## src/slfb_regs.svh

```systemverilog
// Frame layout, timing and stuffing constants for the line frame builder
`ifndef SLFB_REGS_SVH
`define SLFB_REGS_SVH
// ----------------------------------------
// Frame layout
// ----------------------------------------
`define SLFB_SYNC_LEN   14'h000e
`define SLFB_OH_G0      14'h0002
`define SLFB_OH_GN      14'h000a
`define SLFB_BLK_2P     14'h0091
`define SLFB_BLK_1P     14'h0121
`define SLFB_BASE_2P    14'h1b5e
`define SLFB_BASE_1P    14'h365e
`define SLFB_NOM_2P     21'h001b60
`define SLFB_NOM_1P     21'h003660
`define SLFB_CORE_2P    14'h1b00
`define SLFB_CORE_1P    14'h3600
`define SLFB_Z_TOTAL    6'h30
`define SLFB_Z_RSVD     6'h08
`define SLFB_SYNC_WORD  14'h0cf5
// ----------------------------------------
// Timing and stuffing
// ----------------------------------------
`define SLFB_FRAME_NS   32'h005b8d80
`define SLFB_CLK_NS     32'h00000004
`define SLFB_DEADBAND_Q 8'sh04
`define SLFB_ALIGN_N    2'h2
`endif

```

## src/slfb_pkg.sv

```systemverilog
// Types shared by the line frame builder
package slfb_pkg;
  // ----------------------------------------
  // Kind of a bit position in the frame
  // ----------------------------------------
  typedef enum logic [2:0] {
    SLFB_K_SYNC,
    SLFB_K_OH,
    SLFB_K_Z,
    SLFB_K_CORE,
    SLFB_K_STUFF
  } slfb_kind_t;
  // Decoded position: kind and running index
  typedef struct packed {
    slfb_kind_t  kind;
    logic [5:0]  idx;
  } slfb_pos_t;
  // Per-pair transmit inputs from the application side
  typedef struct packed {
    logic [31:0] oh_bits;
    logic [31:0] oh_used;
    logic [39:0] aux_bits;
    logic [39:0] aux_used;
    logic        core_bit;
  } slfb_lane_in_t;
  // Receiver state
  typedef enum logic {SLFB_RX_HUNT, SLFB_RX_TRACK} slfb_rx_st_t;
endpackage

```

## src/slfb_framer.sv

```systemverilog
// Line frame builder and parser for one- or two-pair subscriber line systems
// Function
// - Nominal frame lasts six milliseconds
// - Two-pair frames 7006, 7008 or 7010 bits
// - One-pair frames 13918, 13920 or 13922 bits
// - Absorb timing by 0-2 trailing stuff pairs
// - Exchange side: both pairs share frame timing
// - Pair frame starts skew under one symbol
// - Same stuffing decision on both pairs
// - Two-pair: sync, 2 overhead, 145-bit blocks
// - One-pair: same, 289-bit blocks
// - Later groups: ten overhead, twelve blocks
// - 864 or 1728 core bytes per frame
// - Auxiliary bits one to eight sent ONE
// - Aux bits 9-48 passed, unused sent ONE
// - 48 aux bits per frame, 8 kbit/s
// - One stuff pair default, drop or add
// - Stuffing dead band of two unit intervals
// - Receiver sizes frame from next sync
// - Framing only in normal operation
// - Plain bits before scrambler, after descrambler
// - All frame bits go to scrambler
// - Unused overhead positions sent ONE
`timescale 1ns/1ps
`include "slfb_regs.svh"
module slfb_framer
  import slfb_pkg::*;
#(
  parameter int          FRAME_CYCLES = `SLFB_FRAME_NS / `SLFB_CLK_NS,
  parameter logic [13:0] SYNC_WORD    = `SLFB_SYNC_WORD
) (
  input  wire logic                clk,
  input  wire logic                srst,
  input  wire logic                normal_op,
  input  wire logic                one_pair,
  input  wire logic signed [7:0]   phase_err,
  input  wire slfb_lane_in_t [1:0] lane_in,
  output logic [1:0]               tx_bit_r,
  output logic                     tx_vld_r,
  output logic                     tx_frame_start_r,
  output logic [1:0]               core_take_r,
  output logic [1:0]               tx_stuff_r,
  input  wire logic                rx_bit,
  input  wire logic                rx_tick,
  output logic                     rx_core_bit_r,
  output logic                     rx_core_vld_r,
  output logic                     rx_z_bit_r,
  output logic                     rx_z_vld_r,
  output logic [5:0]               rx_z_idx_r,
  output logic                     rx_aligned_r,
  output logic [13:0]              rx_len_r,
  output logic                     rx_len_vld_r
);
  // ----------------------------------------
  // Position decode
  // ----------------------------------------
  // Walks the four groups of twelve blocks; shared by both directions
  function automatic slfb_pos_t pos_decode(input logic [13:0] pos, input logic op);
    logic [13:0] p;
    logic [13:0] blk;
    logic [13:0] ohn;
    logic [5:0]  zb;
    logic [5:0]  ob;
    logic        done;
    slfb_pos_t   r;
    p    = pos - `SLFB_SYNC_LEN;
    blk  = op ? `SLFB_BLK_1P : `SLFB_BLK_2P;
    zb   = 6'h00;
    ob   = 6'h00;
    done = 1'b0;
    r    = '{kind: SLFB_K_STUFF, idx: 6'h00};
    if (pos < `SLFB_SYNC_LEN) begin
      r    = '{kind: SLFB_K_SYNC, idx: pos[5:0]};
      done = 1'b1;
    end
    for (int g = 0; g < 4; g++) begin
      ohn = (g == 0) ? `SLFB_OH_G0 : `SLFB_OH_GN;
      if (!done && p < ohn) begin
        r    = '{kind: SLFB_K_OH, idx: ob + p[5:0]};
        done = 1'b1;
      end else if (!done) begin
        p = p - ohn;
      end
      ob = ob + ohn[5:0];
      for (int b = 0; b < 12; b++) begin
        if (!done && p < blk) begin
          // Block opens with its aux bit, then core bytes
          r.kind = (p == 14'h0000) ? SLFB_K_Z : SLFB_K_CORE;
          r.idx  = zb;
          done   = 1'b1;
        end else if (!done) begin
          p = p - blk;
        end
        zb = zb + 6'h01;
      end
    end
    return r;
  endfunction

  // ----------------------------------------
  // Line bit timing
  // ----------------------------------------
  // Fractional divider: nominal bits per frame per FRAME_CYCLES clocks,
  // so the nominal frame lasts exactly 6 ms; one source feeds both pairs
  logic [20:0] acc_r;   // Divider phase
  logic [20:0] acc_nxt;
  logic        tick_r;  // One line bit period elapsed
  logic        tick_nxt;
  logic [20:0] nom;     // Nominal bits per frame

  always_comb begin
    nom      = one_pair ? `SLFB_NOM_1P : `SLFB_NOM_2P;
    acc_nxt  = acc_r + nom;
    tick_nxt = 1'b0;
    if (acc_nxt >= FRAME_CYCLES[20:0]) begin
      acc_nxt  = acc_nxt - FRAME_CYCLES[20:0];
      tick_nxt = 1'b1;
    end
    if (!normal_op) begin
      acc_nxt  = '0;
      tick_nxt = 1'b0;
    end
  end

  always_ff @(posedge clk) begin
    if (srst) begin
      acc_r  <= '0;
      tick_r <= 1'b0;
    end else begin
      acc_r  <= acc_nxt;
      tick_r <= tick_nxt;
    end
  end

  // ----------------------------------------
  // Transmit framer
  // ----------------------------------------
  // One position counter serves both pairs, so sync words line up
  // within one bit and one stuffing count goes to both
  logic [13:0] tx_pos_r;    // Next bit position
  logic [13:0] tx_pos_nxt;
  logic [1:0]  stuff_nxt;
  logic [1:0]  bit_nxt;
  logic        vld_nxt;
  logic        start_nxt;
  logic [1:0]  take_nxt;
  logic [13:0] tx_len;      // Length of the frame in flight
  slfb_pos_t   tx_dec;
  slfb_kind_t  tx_kind_r;   // Kind of the bit on tx_bit_r
  slfb_kind_t  kind_nxt;
  logic [5:0]  tx_idx_r;    // Index of the bit on tx_bit_r
  logic [5:0]  aidx;

  always_comb begin
    tx_dec     = pos_decode(tx_pos_r, one_pair);
    tx_len     = (one_pair ? `SLFB_BASE_1P : `SLFB_BASE_2P)
               + {11'h000, tx_stuff_r, 1'b0};
    tx_pos_nxt = tx_pos_r;
    stuff_nxt  = tx_stuff_r;
    bit_nxt    = 2'b11;
    vld_nxt    = 1'b0;
    start_nxt  = 1'b0;
    take_nxt   = 2'b00;
    kind_nxt   = tx_kind_r;
    aidx       = tx_dec.idx - `SLFB_Z_RSVD;
    if (!normal_op) begin
      tx_pos_nxt = '0;
      stuff_nxt  = 2'h1;
    end else if (tick_r) begin
      vld_nxt    = 1'b1;
      kind_nxt   = tx_dec.kind;
      tx_pos_nxt = (tx_pos_r == tx_len - 14'h0001) ? 14'h0000 : tx_pos_r + 14'h0001;
      if (tx_pos_r == 14'h0000) begin
        start_nxt = 1'b1;
        // Dead band: one pair unless phase is clearly off
        if (phase_err > `SLFB_DEADBAND_Q) begin
          stuff_nxt = 2'h2;
        end else if (phase_err < -`SLFB_DEADBAND_Q) begin
          stuff_nxt = 2'h0;
        end else begin
          stuff_nxt = 2'h1;
        end
      end
      for (int l = 0; l < 2; l++) begin
        unique case (tx_dec.kind)
          SLFB_K_SYNC: bit_nxt[l] = SYNC_WORD[13 - tx_dec.idx];
          SLFB_K_OH: begin
            // Unassigned overhead positions idle at ONE
            bit_nxt[l] = lane_in[l].oh_used[tx_dec.idx[4:0]]
                       ? lane_in[l].oh_bits[tx_dec.idx[4:0]] : 1'b1;
          end
          SLFB_K_Z: begin
            if (tx_dec.idx < `SLFB_Z_RSVD) begin
              bit_nxt[l] = 1'b1;
            end else begin
              bit_nxt[l] = lane_in[l].aux_used[aidx]
                         ? lane_in[l].aux_bits[aidx] : 1'b1;
            end
          end
          SLFB_K_CORE: begin
            bit_nxt[l]  = lane_in[l].core_bit;
            take_nxt[l] = 1'b1;
          end
          SLFB_K_STUFF: bit_nxt[l] = 1'b1;
        endcase
      end
      // Second pair idles at ONE in one-pair mode
      if (one_pair) begin
        bit_nxt[1]  = 1'b1;
        take_nxt[1] = 1'b0;
      end
    end
  end

  // Plain bits only; the scrambler downstream sees every bit
  always_ff @(posedge clk) begin
    if (srst) begin
      tx_pos_r         <= '0;
      tx_stuff_r       <= 2'h1;
      tx_bit_r         <= 2'b11;
      tx_vld_r         <= 1'b0;
      tx_frame_start_r <= 1'b0;
      core_take_r      <= 2'b00;
      tx_kind_r        <= SLFB_K_STUFF;
      tx_idx_r         <= '0;
    end else begin
      tx_pos_r         <= tx_pos_nxt;
      tx_stuff_r       <= stuff_nxt;
      tx_bit_r         <= bit_nxt;
      tx_vld_r         <= vld_nxt;
      tx_frame_start_r <= start_nxt;
      core_take_r      <= take_nxt;
      tx_kind_r        <= kind_nxt;
      tx_idx_r         <= tick_r ? tx_dec.idx : tx_idx_r;
    end
  end

  // ----------------------------------------
  // Receive deframer
  // ----------------------------------------
  // Sync may end 14, 16 or 18 bits past the fixed part of the frame;
  // the end found sets the length, so payload needs no delay line
  slfb_rx_st_t rx_st_r;
  slfb_rx_st_t rx_st_nxt;
  logic [13:0] sh_r;       // Last fourteen received bits
  logic [13:0] sh_nxt;
  logic [13:0] rx_pos_r;   // Position of the next received bit
  logic [13:0] rx_pos_nxt;
  logic [1:0]  good_r;     // Consecutive good frame ends
  logic [1:0]  good_nxt;
  logic [13:0] rx_base;
  logic [13:0] rel;
  slfb_pos_t   rx_dec;
  logic        c_bit, c_vld, z_bit, z_vld, al_nxt, lv_nxt;
  logic [5:0]  z_idx;
  logic [13:0] len_nxt;

  always_comb begin
    rx_base    = one_pair ? `SLFB_BASE_1P : `SLFB_BASE_2P;
    rx_dec     = pos_decode(rx_pos_r, one_pair);
    rel        = rx_pos_r - rx_base;
    sh_nxt     = sh_r;
    rx_st_nxt  = rx_st_r;
    rx_pos_nxt = rx_pos_r;
    good_nxt   = good_r;
    c_bit      = rx_bit;
    c_vld      = 1'b0;
    z_bit      = rx_bit;
    z_vld      = 1'b0;
    z_idx      = rx_z_idx_r;
    al_nxt     = rx_aligned_r;
    lv_nxt     = 1'b0;
    len_nxt    = rx_len_r;
    if (!normal_op) begin
      rx_st_nxt = SLFB_RX_HUNT;
      al_nxt    = 1'b0;
      good_nxt  = '0;
    end else if (rx_tick) begin
      sh_nxt = {sh_r[12:0], rx_bit};
      unique case (rx_st_r)
        SLFB_RX_HUNT: begin
          if (sh_nxt == SYNC_WORD) begin
            rx_st_nxt  = SLFB_RX_TRACK;
            rx_pos_nxt = `SLFB_SYNC_LEN;
            good_nxt   = '0;
          end
        end
        SLFB_RX_TRACK: begin
          rx_pos_nxt = rx_pos_r + 14'h0001;
          if (rx_pos_r < rx_base) begin
            c_vld = (rx_dec.kind == SLFB_K_CORE);
            z_vld = (rx_dec.kind == SLFB_K_Z);
            z_idx = rx_dec.idx;
          end else if (sh_nxt == SYNC_WORD && rel[0] && rel >= 14'h000d) begin
            // Sync of the next frame closes this one
            len_nxt    = rx_pos_r - 14'h000d;
            lv_nxt     = 1'b1;
            rx_pos_nxt = `SLFB_SYNC_LEN;
            if (good_r != `SLFB_ALIGN_N) begin
              good_nxt = good_r + 2'h1;
            end
            al_nxt = (good_nxt == `SLFB_ALIGN_N);
          end else if (rel >= 14'h0011) begin
            // No sync at any legal length: hunt again
            rx_st_nxt = SLFB_RX_HUNT;
            al_nxt    = 1'b0;
            good_nxt  = '0;
          end
        end
      endcase
    end
  end

  // Works on the descrambled bit stream
  always_ff @(posedge clk) begin
    if (srst) begin
      rx_st_r       <= SLFB_RX_HUNT;
      sh_r          <= '0;
      rx_pos_r      <= '0;
      good_r        <= '0;
      rx_core_bit_r <= 1'b0;
      rx_core_vld_r <= 1'b0;
      rx_z_bit_r    <= 1'b0;
      rx_z_vld_r    <= 1'b0;
      rx_z_idx_r    <= '0;
      rx_aligned_r  <= 1'b0;
      rx_len_r      <= '0;
      rx_len_vld_r  <= 1'b0;
    end else begin
      rx_st_r       <= rx_st_nxt;
      sh_r          <= sh_nxt;
      rx_pos_r      <= rx_pos_nxt;
      good_r        <= good_nxt;
      rx_core_bit_r <= c_bit;
      rx_core_vld_r <= c_vld;
      rx_z_bit_r    <= z_bit;
      rx_z_vld_r    <= z_vld;
      rx_z_idx_r    <= z_idx;
      rx_aligned_r  <= al_nxt;
      rx_len_r      <= len_nxt;
      rx_len_vld_r  <= lv_nxt;
    end
  end

  // ----------------------------------------
  // Assertions
  // ----------------------------------------
  // Helper counts of bits, aux bits and core bits per frame
  logic [13:0] h_bits, h_core;
  logic [5:0]  h_z;
  logic        h_seen;
  always_ff @(posedge clk) begin
    if (srst || !normal_op) begin
      h_bits <= '0;
      h_core <= '0;
      h_z    <= '0;
      h_seen <= 1'b0;
    end else if (tx_frame_start_r) begin
      h_bits <= 14'h0001;
      h_core <= '0;
      h_z    <= '0;
      h_seen <= 1'b1;
    end else if (tx_vld_r) begin
      h_bits <= h_bits + 14'h0001;
      h_core <= h_core + {13'h0000, core_take_r[0]};
      h_z    <= h_z + {5'h00, tx_kind_r == SLFB_K_Z};
    end
  end
endmodule

```

## config.mk

```make
export PLATFORM = sky130hd
export DESIGN_NAME = slfb_framer
export DESIGN_NICKNAME = d
export VERILOG_FILES = /design/src/slfb_pkg.sv /design/src/slfb_framer.sv
export VERILOG_INCLUDE_DIRS = /design/src /design/src/src
export SDC_FILE = /design/constraint.sdc
export NUM_CORES = 2
export LEC_CHECK = 0
export BUFFER_PORTS_ARGS = -buffer_cell sky130_fd_sc_hd__buf_2
export CAP_MARGIN = 20
export CORE_ASPECT_RATIO = 1.2
export CORE_MARGIN = 2
export CORE_UTILIZATION = 35
export DETAILED_ROUTE_END_ITERATION = 16
export GPL_TIMING_DRIVEN = 0
export HOLD_SLACK_MARGIN = 0.03
export PLACE_DENSITY_LB_ADDON = 0.15
export SETUP_SLACK_MARGIN = 0.3
export SLEW_MARGIN = 15
export SYNTH_ARGS = -nofsm -noshare
export SYNTH_HDL_FRONTEND = slang
export SYNTH_SLANG_ARGS = --single-unit
```

## constraint.sdc

```tcl
create_clock -name clk -period 275.6 [get_ports clk]
set_input_delay 0 -clock clk [delete_from_list [all_inputs] [get_ports clk]]
set_output_delay 0 -clock clk [all_outputs]
set_load 0.02 [all_outputs]
```

## Yosys cells after proc, flatten, opt, wreduce, memory -nomap -nowiden

Memory sizes are Yosys's and may differ from the RTL's.
Cells that the tools add are included.

- Flip-flop bits (word level): 99
- Latch bits: 0
- Bits in writable memories: 0
- Memory bits (read-only): 16
- Input bits: 304
- Output and inout port bits: 34
- Logic and storage cells: 1,167
- Memories: 1

- $add $sub $neg: 121
- Multiply operators: 0
- Divide/modulo/power cells: 0
- Order comparisons: 116
- Equal/unequal tests: 13
- Shift operators: 0
- Multiplexer cells: 569
- Bitwise gates (word level): 5
- Reductions and logical operators: 321

Memory list:

| name | depth | bits a word | rd ports | clocked after memory_dff | write ports | line | text |
|---|---|---|---|---|---|---|---|
| (no name shown) | 16 | 1 | 1 | 0 | 0 | slfb_framer.sv:186 | `SLFB_K_SYNC: bit_nxt[l] = SYNC_WORD[13 - tx_dec.idx];` |

Operator list:

| cell | number |
|---|---|
| two-way mux 14 bit | 210 |
| logical NOT 14 bit | 97 |
| two-way mux 9 bit | 107 |
| less-than comparator 14 bit | 49 |
| less-than comparator 14 x 9 -> 1 bit | 48 |
| subtractor 14 bit | 48 |
| subtractor 14 x 9 -> 14 bit | 47 |
| two-way mux 1 bit | 227 |
| subtractor 14 x 4 -> 14 bit (second input constant) | 9 |
| less-than comparator 14 x 4 -> 1 bit (second input constant) | 8 |
| logical AND 1 bit | 106 |
| logical NOT 1 bit | 104 |
| less-than comparator 32 x 5 -> 1 bit (second input constant) | 1 |
| adder 14 x 1 -> 14 bit (second input constant) | 2 |
| less-than comparator 14 x 2 -> 1 bit (second input constant) | 2 |
| one-hot mux 14 bit (2 select lines) | 1 |
| subtractor 14 x 2 -> 14 bit (second input constant) | 2 |
| binary-select mux 1 bit (select 6 bit) | 4 |
| two-way mux 2 bit | 11 |
| adder 21 x 14 -> 21 bit | 1 |
| >= comparator 21 bit (second input constant) | 1 |
| two-way mux 21 bit | 1 |
| subtractor 21 bit (second input constant) | 1 |
| binary-select mux 1 bit (select 5 bit) | 4 |
| 37 further kinds | 54 |

## Depth between registers and ports, before layout

- Word-level depth: 164
- Mapped depth: 559
- Depth with buffers taken out: 487

## Worst setup path after synthesis

No wires, ideal clock.

- Kind: input port to flip-flop
- Start point: input one_pair
- End point: register tx_bit_r[1]
- Library setup time: 95 ps
- Arrival time: 105,308 ps
- Data required time: 275,505 ps
- Setup slack: 170,197 ps
- Stages on the path: 499
- Path buffers: 72
- Path through: inv_1 > ha_1 > a21o_2 > a21o_2 > a221o_2 > or4_1 > buf_6 > nand2_4 > clkbuf_1 > o21ai_0 > ha_1 > and2_2 > a21boi_0 > o21ai_2 > a21oi_1 > clkbuf_1 > nand2_1 > nand2_1 > [... 463 more ...] > buf_6 > nor3_2 > o211ai_2 > buf_6 > inv_4 > ha_1 > clkbuf_8 > nand2_1 > o32a_1 > nor2_1 > a21oi_1 > o21ai_0 > o21ai_0 > o21ai_0 > a21oi_1 > mux2i_1 > a221o_2 > o311ai_1

- Cells in the longest elaborated chain, start to end: 160
- Elaborated cells between the ends (all ways): 524
- Those cells by class: 55 x add/sub; 52 x order compare; 4 x eq/ne; 262 x mux; 150 x reduce/logical; 1 x memory

Ends and longest elaborated chain:

| item | line | text |
|---|---|---|
| start, declared | slfb_framer.sv:35 | `input wire logic one_pair,` |
| two-way mux 9 bit (no source line) | - |  |
| subtractor 14 bit or less-than comparator 14 bit (tied branches) | slfb_framer.sv:92, slfb_framer.sv:86 |  |
| two-way mux 14 bit or logical AND 1 bit (tied branches) | slfb_framer.sv:91, slfb_framer.sv:86 |  |
| two-way mux 14 bit or two-way mux 1 bit (tied branches) | slfb_framer.sv:86 | `if (!done && p < blk) begin` |
| subtractor 14 bit, or another cell as far along | slfb_framer.sv:92 | `p = p - blk;` |
| two-way mux 14 bit or logical AND 1 bit (tied branches) | slfb_framer.sv:91, slfb_framer.sv:86 |  |
| two-way mux 14 bit or two-way mux 1 bit (tied branches) | slfb_framer.sv:86 |  |
| subtractor 14 bit, or another cell as far along | slfb_framer.sv:92 |  |
| [... 144 more ...] | - |  |
| logical AND 1 bit | slfb_framer.sv:86 |  |
| two-way mux 9 bit | slfb_framer.sv:86 |  |
| subtractor 6 x 4 -> 6 bit (no source line) | - |  |
| binary-select mux 1 bit (select 6 bit), on equally long branches | slfb_framer.sv:197, slfb_framer.sv:196 |  |
| two-way mux 1 bit, on equally long branches | slfb_framer.sv:197, slfb_framer.sv:196 |  |
| two-way mux 1 bit | slfb_framer.sv:197 | `? lane_in[l].aux_bits[aidx] : 1'b1;` |
| two-way mux 1 bit | slfb_framer.sv:193 | `` if (tx_dec.idx < `SLFB_Z_RSVD) begin `` |
| one-hot mux 1 bit (5 select lines) | slfb_framer.sv:185 | `unique case (tx_dec.kind)` |
| end signal, assigned | slfb_framer.sv:229 | `tx_bit_r <= bit_nxt;` |
| end, declared | slfb_framer.sv:38 | `output logic [1:0] tx_bit_r,` |

Parallel ways exist; a longest one is shown, timed or not. The select of a mux whose other input is x is not followed.
A chain may end at the register's enable or synchronous reset.

## Worst setup path after layout

- Start point: register tx_pos_r[4]
- End point: register tx_bit_r[1]

- Cells in the longest elaborated chain, start to end: 164
- Elaborated cells between the ends (all ways): 537
- Those cells by class: 57 x add/sub; 54 x order compare; 4 x eq/ne; 268 x mux; 153 x reduce/logical; 1 x memory

Ends and longest elaborated chain:

| item | line | text |
|---|---|---|
| start, declared | slfb_framer.sv:140 | `logic [13:0] tx_pos_r;` |
| start signal, assigned | slfb_framer.sv:227 | `tx_pos_r <= tx_pos_nxt;` |
| parallel branches: the longest is 157 deep, another holds subtractor 14 x 4 -> 14 bit | - |  |
| two-way mux 9 bit (*) | slfb_framer.sv:86 |  |
| subtractor 6 x 4 -> 6 bit (no source line) | - |  |
| binary-select mux 1 bit (select 6 bit), on equally long branches | slfb_framer.sv:197, slfb_framer.sv:196 |  |
| two-way mux 1 bit, on equally long branches | slfb_framer.sv:197, slfb_framer.sv:196 |  |
| two-way mux 1 bit | slfb_framer.sv:197 |  |
| two-way mux 1 bit | slfb_framer.sv:193 |  |
| one-hot mux 1 bit (5 select lines) (*) | slfb_framer.sv:185 |  |

Mark *: on every way between the ends. The select of a mux whose other input is x is not followed.

==> results.ini <==
[outcome]
outcome = completed

[floorplanning]
die_area_um2 = 285000
die_h_um = 584
io_pins = 338
num_rows = 212
core_area_um2 = 279000
die_w_um = 487
initial_core_util_pct = 35.2

[flow_run]
drv_cap = 0

[timing]
timing.slew.headroom_pct = 24.8
finalSetupViolCount = 0
period_needed_ps = 134660
tns_ps = 0
drv_slew = 0
fmax_ghz = 0.00743
fin_crit_sh_pct = 48.9
worst_pin_slew_ps = 1110
hold_viol_final = 0
rsz0062_at_grt = no
finalClockSkew_ps = 34.1
holdWs_ps = 102

[clock_network]
clockBufferDepth = 2
cts_root_buf = clkbuf_16
holdBufCountCts = 6
cts_sinks = 94
postCtsSetupBuffers = 0
numCtsBuffers = 9
cts_max_level = 3
clkTransAtPathRegs_ps = 120
cts_resized = 0
tritoncts = built
clk_latency_ps = 500

[finish]
multiInputGateArea_um2 = 89900
final-seq-area_um2 = 1880
fill_cells = 29800
drive_gt1_share_pct = 23.3
finalNetCount = 14400
syn2layout_area_growth_pct = 7.01

[pwr]
p_leak_uw = 0.0359
irDropWorstVdd_v = 0.00000363
power_density_nw_per_um2 = 0.665

[worst_setup_path]
critical-path-top-delay-family = compound AO/OA/AOI/OAI gates
start_kind = register
path_class = register to register
path_buf_inv = 91
max_stage_delay_ps = 810
cp_slowest_cell = xor2_1
critPathCaptureType = register
path_max_fanout = 10
worst_ep_arrival_time_ps = 135080
worst-endpoint-required_ps = 276010
path_common_cell = ha_1

[grt]
grt_pass1_vias = 100000
antenna_found_initial = 5
grt_pass1_wl_mm = 578
overflow = 0
gr-usage-all-layers_pct = 24.8
grt_max_degree = 68

[synthesis]
yosysMostFrequentCell = nor2_1
syn_nets = 14100
post_synth_num_cell_types = 241
synth_cells = 13200
synth_edf_count = 0
synth.largest_area_cell = ha_1
synth_common_cells = nor2_1 (1372), nand2_1 (1277), a21oi_1 (902)
ys_warn_count = 0
netlist_area_um2 = 98100
ys_seq_area_share_pct = 1.92
ys_async_sr_fraction_pct = 0
synth_ff_type = dfxtp_1
yosysTopAreaCellShare_pct = 7.83
synth_seq_cells = 94
yosys-top-cells-area = ha_1 (7.8%), xnor2_1 (5.5%), nor2_1 (5.2%), nand2_1 (4.9%), a21oi_1 (4.6%)
synth_area_per_cell_um2 = 7.45

[routing]
highest_layer = met5
wl_met1_mm = 158
wl_per_cell_um = 21.6
vias = 104000
routed-wl-met3_mm = 12.3
drtIter0Drc = 6486
avgViaCountPerCell = 6.04
ant_nets = 0
wirelength_mm = 371
met2_length_mm = 186
dr.pass1.iters = 6
drc = 0

[placement]
numPortBuffers = 336
hpwl_mm = 303
routabilityCongestion = 0.912

[min_path]
hold_class = input pin to register

-- stage by stage --
step / cells / util [%] / cell area (µm²) / setup WS, ps / power (µW)
6_report: 17200 / 37.7 / 105000 / 140940 / 69.9
5_1_grt: 17200 / 37.7 / 105000 / 132650 / 74.4
4_1_cts: 17200 / 37.7 / 105000 / 142390 / 69.8
3_5_place_dp: 17100 / 37.6 / 105000 / 142960 / 53.3
3_3_place_gp: 17100 / 37.5 / 104000 / 123410 / 53.3
2_1_floorplan: 13200 / - / 98100 / 170200 / 42.3
-- registers in the layout, summed over array words and instances (netlist names) --
register          flops
rx_pos_r             14
rx_st_r               1
tx_vld_r              1
tick_r                1
tx_pos_r             14
rx_core_vld_r         1
rx_z_vld_r            1
tx_bit_r              2
rx_z_idx_r            6
rx_len_vld_r          1
core_take_r           2
acc_r                16
good_r                2
rx_aligned_r          1
tx_frame_start_r      1
sh_r                 13
tx_stuff_r            2
rx_z_bit_r            1
rx_len_r             14
-- power breakdown --
part	internal [µW]	total, µW	switching (µW)	leakage [µW]
clock	6.50	15.8	9.32	0.000150
sequential	13.7	13.8	0.0920	0.000759
combinational	15.6	40.2	24.6	0.0350
total	35.8	69.9	34.0	0.0359
-- worst paths after layout --
kind / from / endpoint / slack (ps) / depth (start not counted)
worst max-delay path: tx_pos_r[4]$_SDFFE_PP0P_ / tx_bit_r[1]$_SDFF_PP1_ / 140940 / 503
worst min-delay path: phase_err[2] / tx_stuff_r[0]$_SDFFE_PP1P_ / 100 / 4
worst max register to register: tx_pos_r[4]$_SDFFE_PP0P_ / tx_bit_r[1]$_SDFF_PP1_ / 140940 / 503
worst min register to register: sh_r[0]$_SDFFE_PP0P_ / sh_r[1]$_SDFFE_PP0P_ / 470 / 2
-- cells by family (layout without fill, tap and decap cells) --
kind of cell / Yosys count / after routing / synth area share (%)
AO/OA/AOI/OAI: 4415 / 4415 / 36.9
AND/OR/NAND/NOR: 5772 / 5772 / 33.1
XOR/XNOR: 1052 / 1052 / 10.2
flip-flops: 94 / 94 / 1.92
multiplexers: 309 / 309 / 3.56
adder cells (fa/ha/maj): 614 / 614 / 7.83
other: 0 / 6 / 0
buffers and inverters: 907 / 1278 / 6.50
-- cell type report --
cell class / instances / share of cell area (%)
Sequential cell: 94 / 1.79
Buffer: 469 / 4.45
Multi-Input combinational cell: 12200 / 85.6
Clock buffer: 9 / 0.214
Antenna cell: 6 / 0.0143
Clock inverter: 7 / 0.0774
Inverter: 438 / 1.63
Tap cell: 3638 / 4.33
Timing Repair Buffer: 355 / 1.88
-- worst min-delay path: cells and delay by family --
family                 cells  cell delay [ps]
AO/OA/AOI/OAI              2              370
buffers and inverters      1              100
AND/OR/NAND/NOR            1               60
-- layer usage --
layer  vias to the layer above  track usage [%]
met5                         -                0
met4                         2             9.43
met3                       587             1.73
met2                      2504             45.6
met1                     49500             29.7
li1                      51300                -
-- cells in the final DEF (no fill, tap or decap), types with 81 or more instances in the layout --
master	count
mux2_2	86
mux2i_1	168
o21ai_1	115
or3_1	82
nor3_1	381
o31ai_1	102
a21o_1	99
a21o_2	117
o211ai_1	137
nand2b_1	86
xnor2_1	617
nor3b_1	98
a31oi_1	216
and2_2	164
xor2_1	337
nor4_1	195
a21oi_1	902
buf_2	380
or2_2	94
nand4_1	191
and3_2	81
a21oi_2	83
o21a_1	163
nor2_1	1372
nand3_1	424
dfxtp_1	94
and2_1	89
inv_1	414
nand2_1	1277
ha_1	614
o21ai_0	503
clkbuf_8	96
buf_6	158
a211oi_1	153
Power figures use the tool's default switching activity.
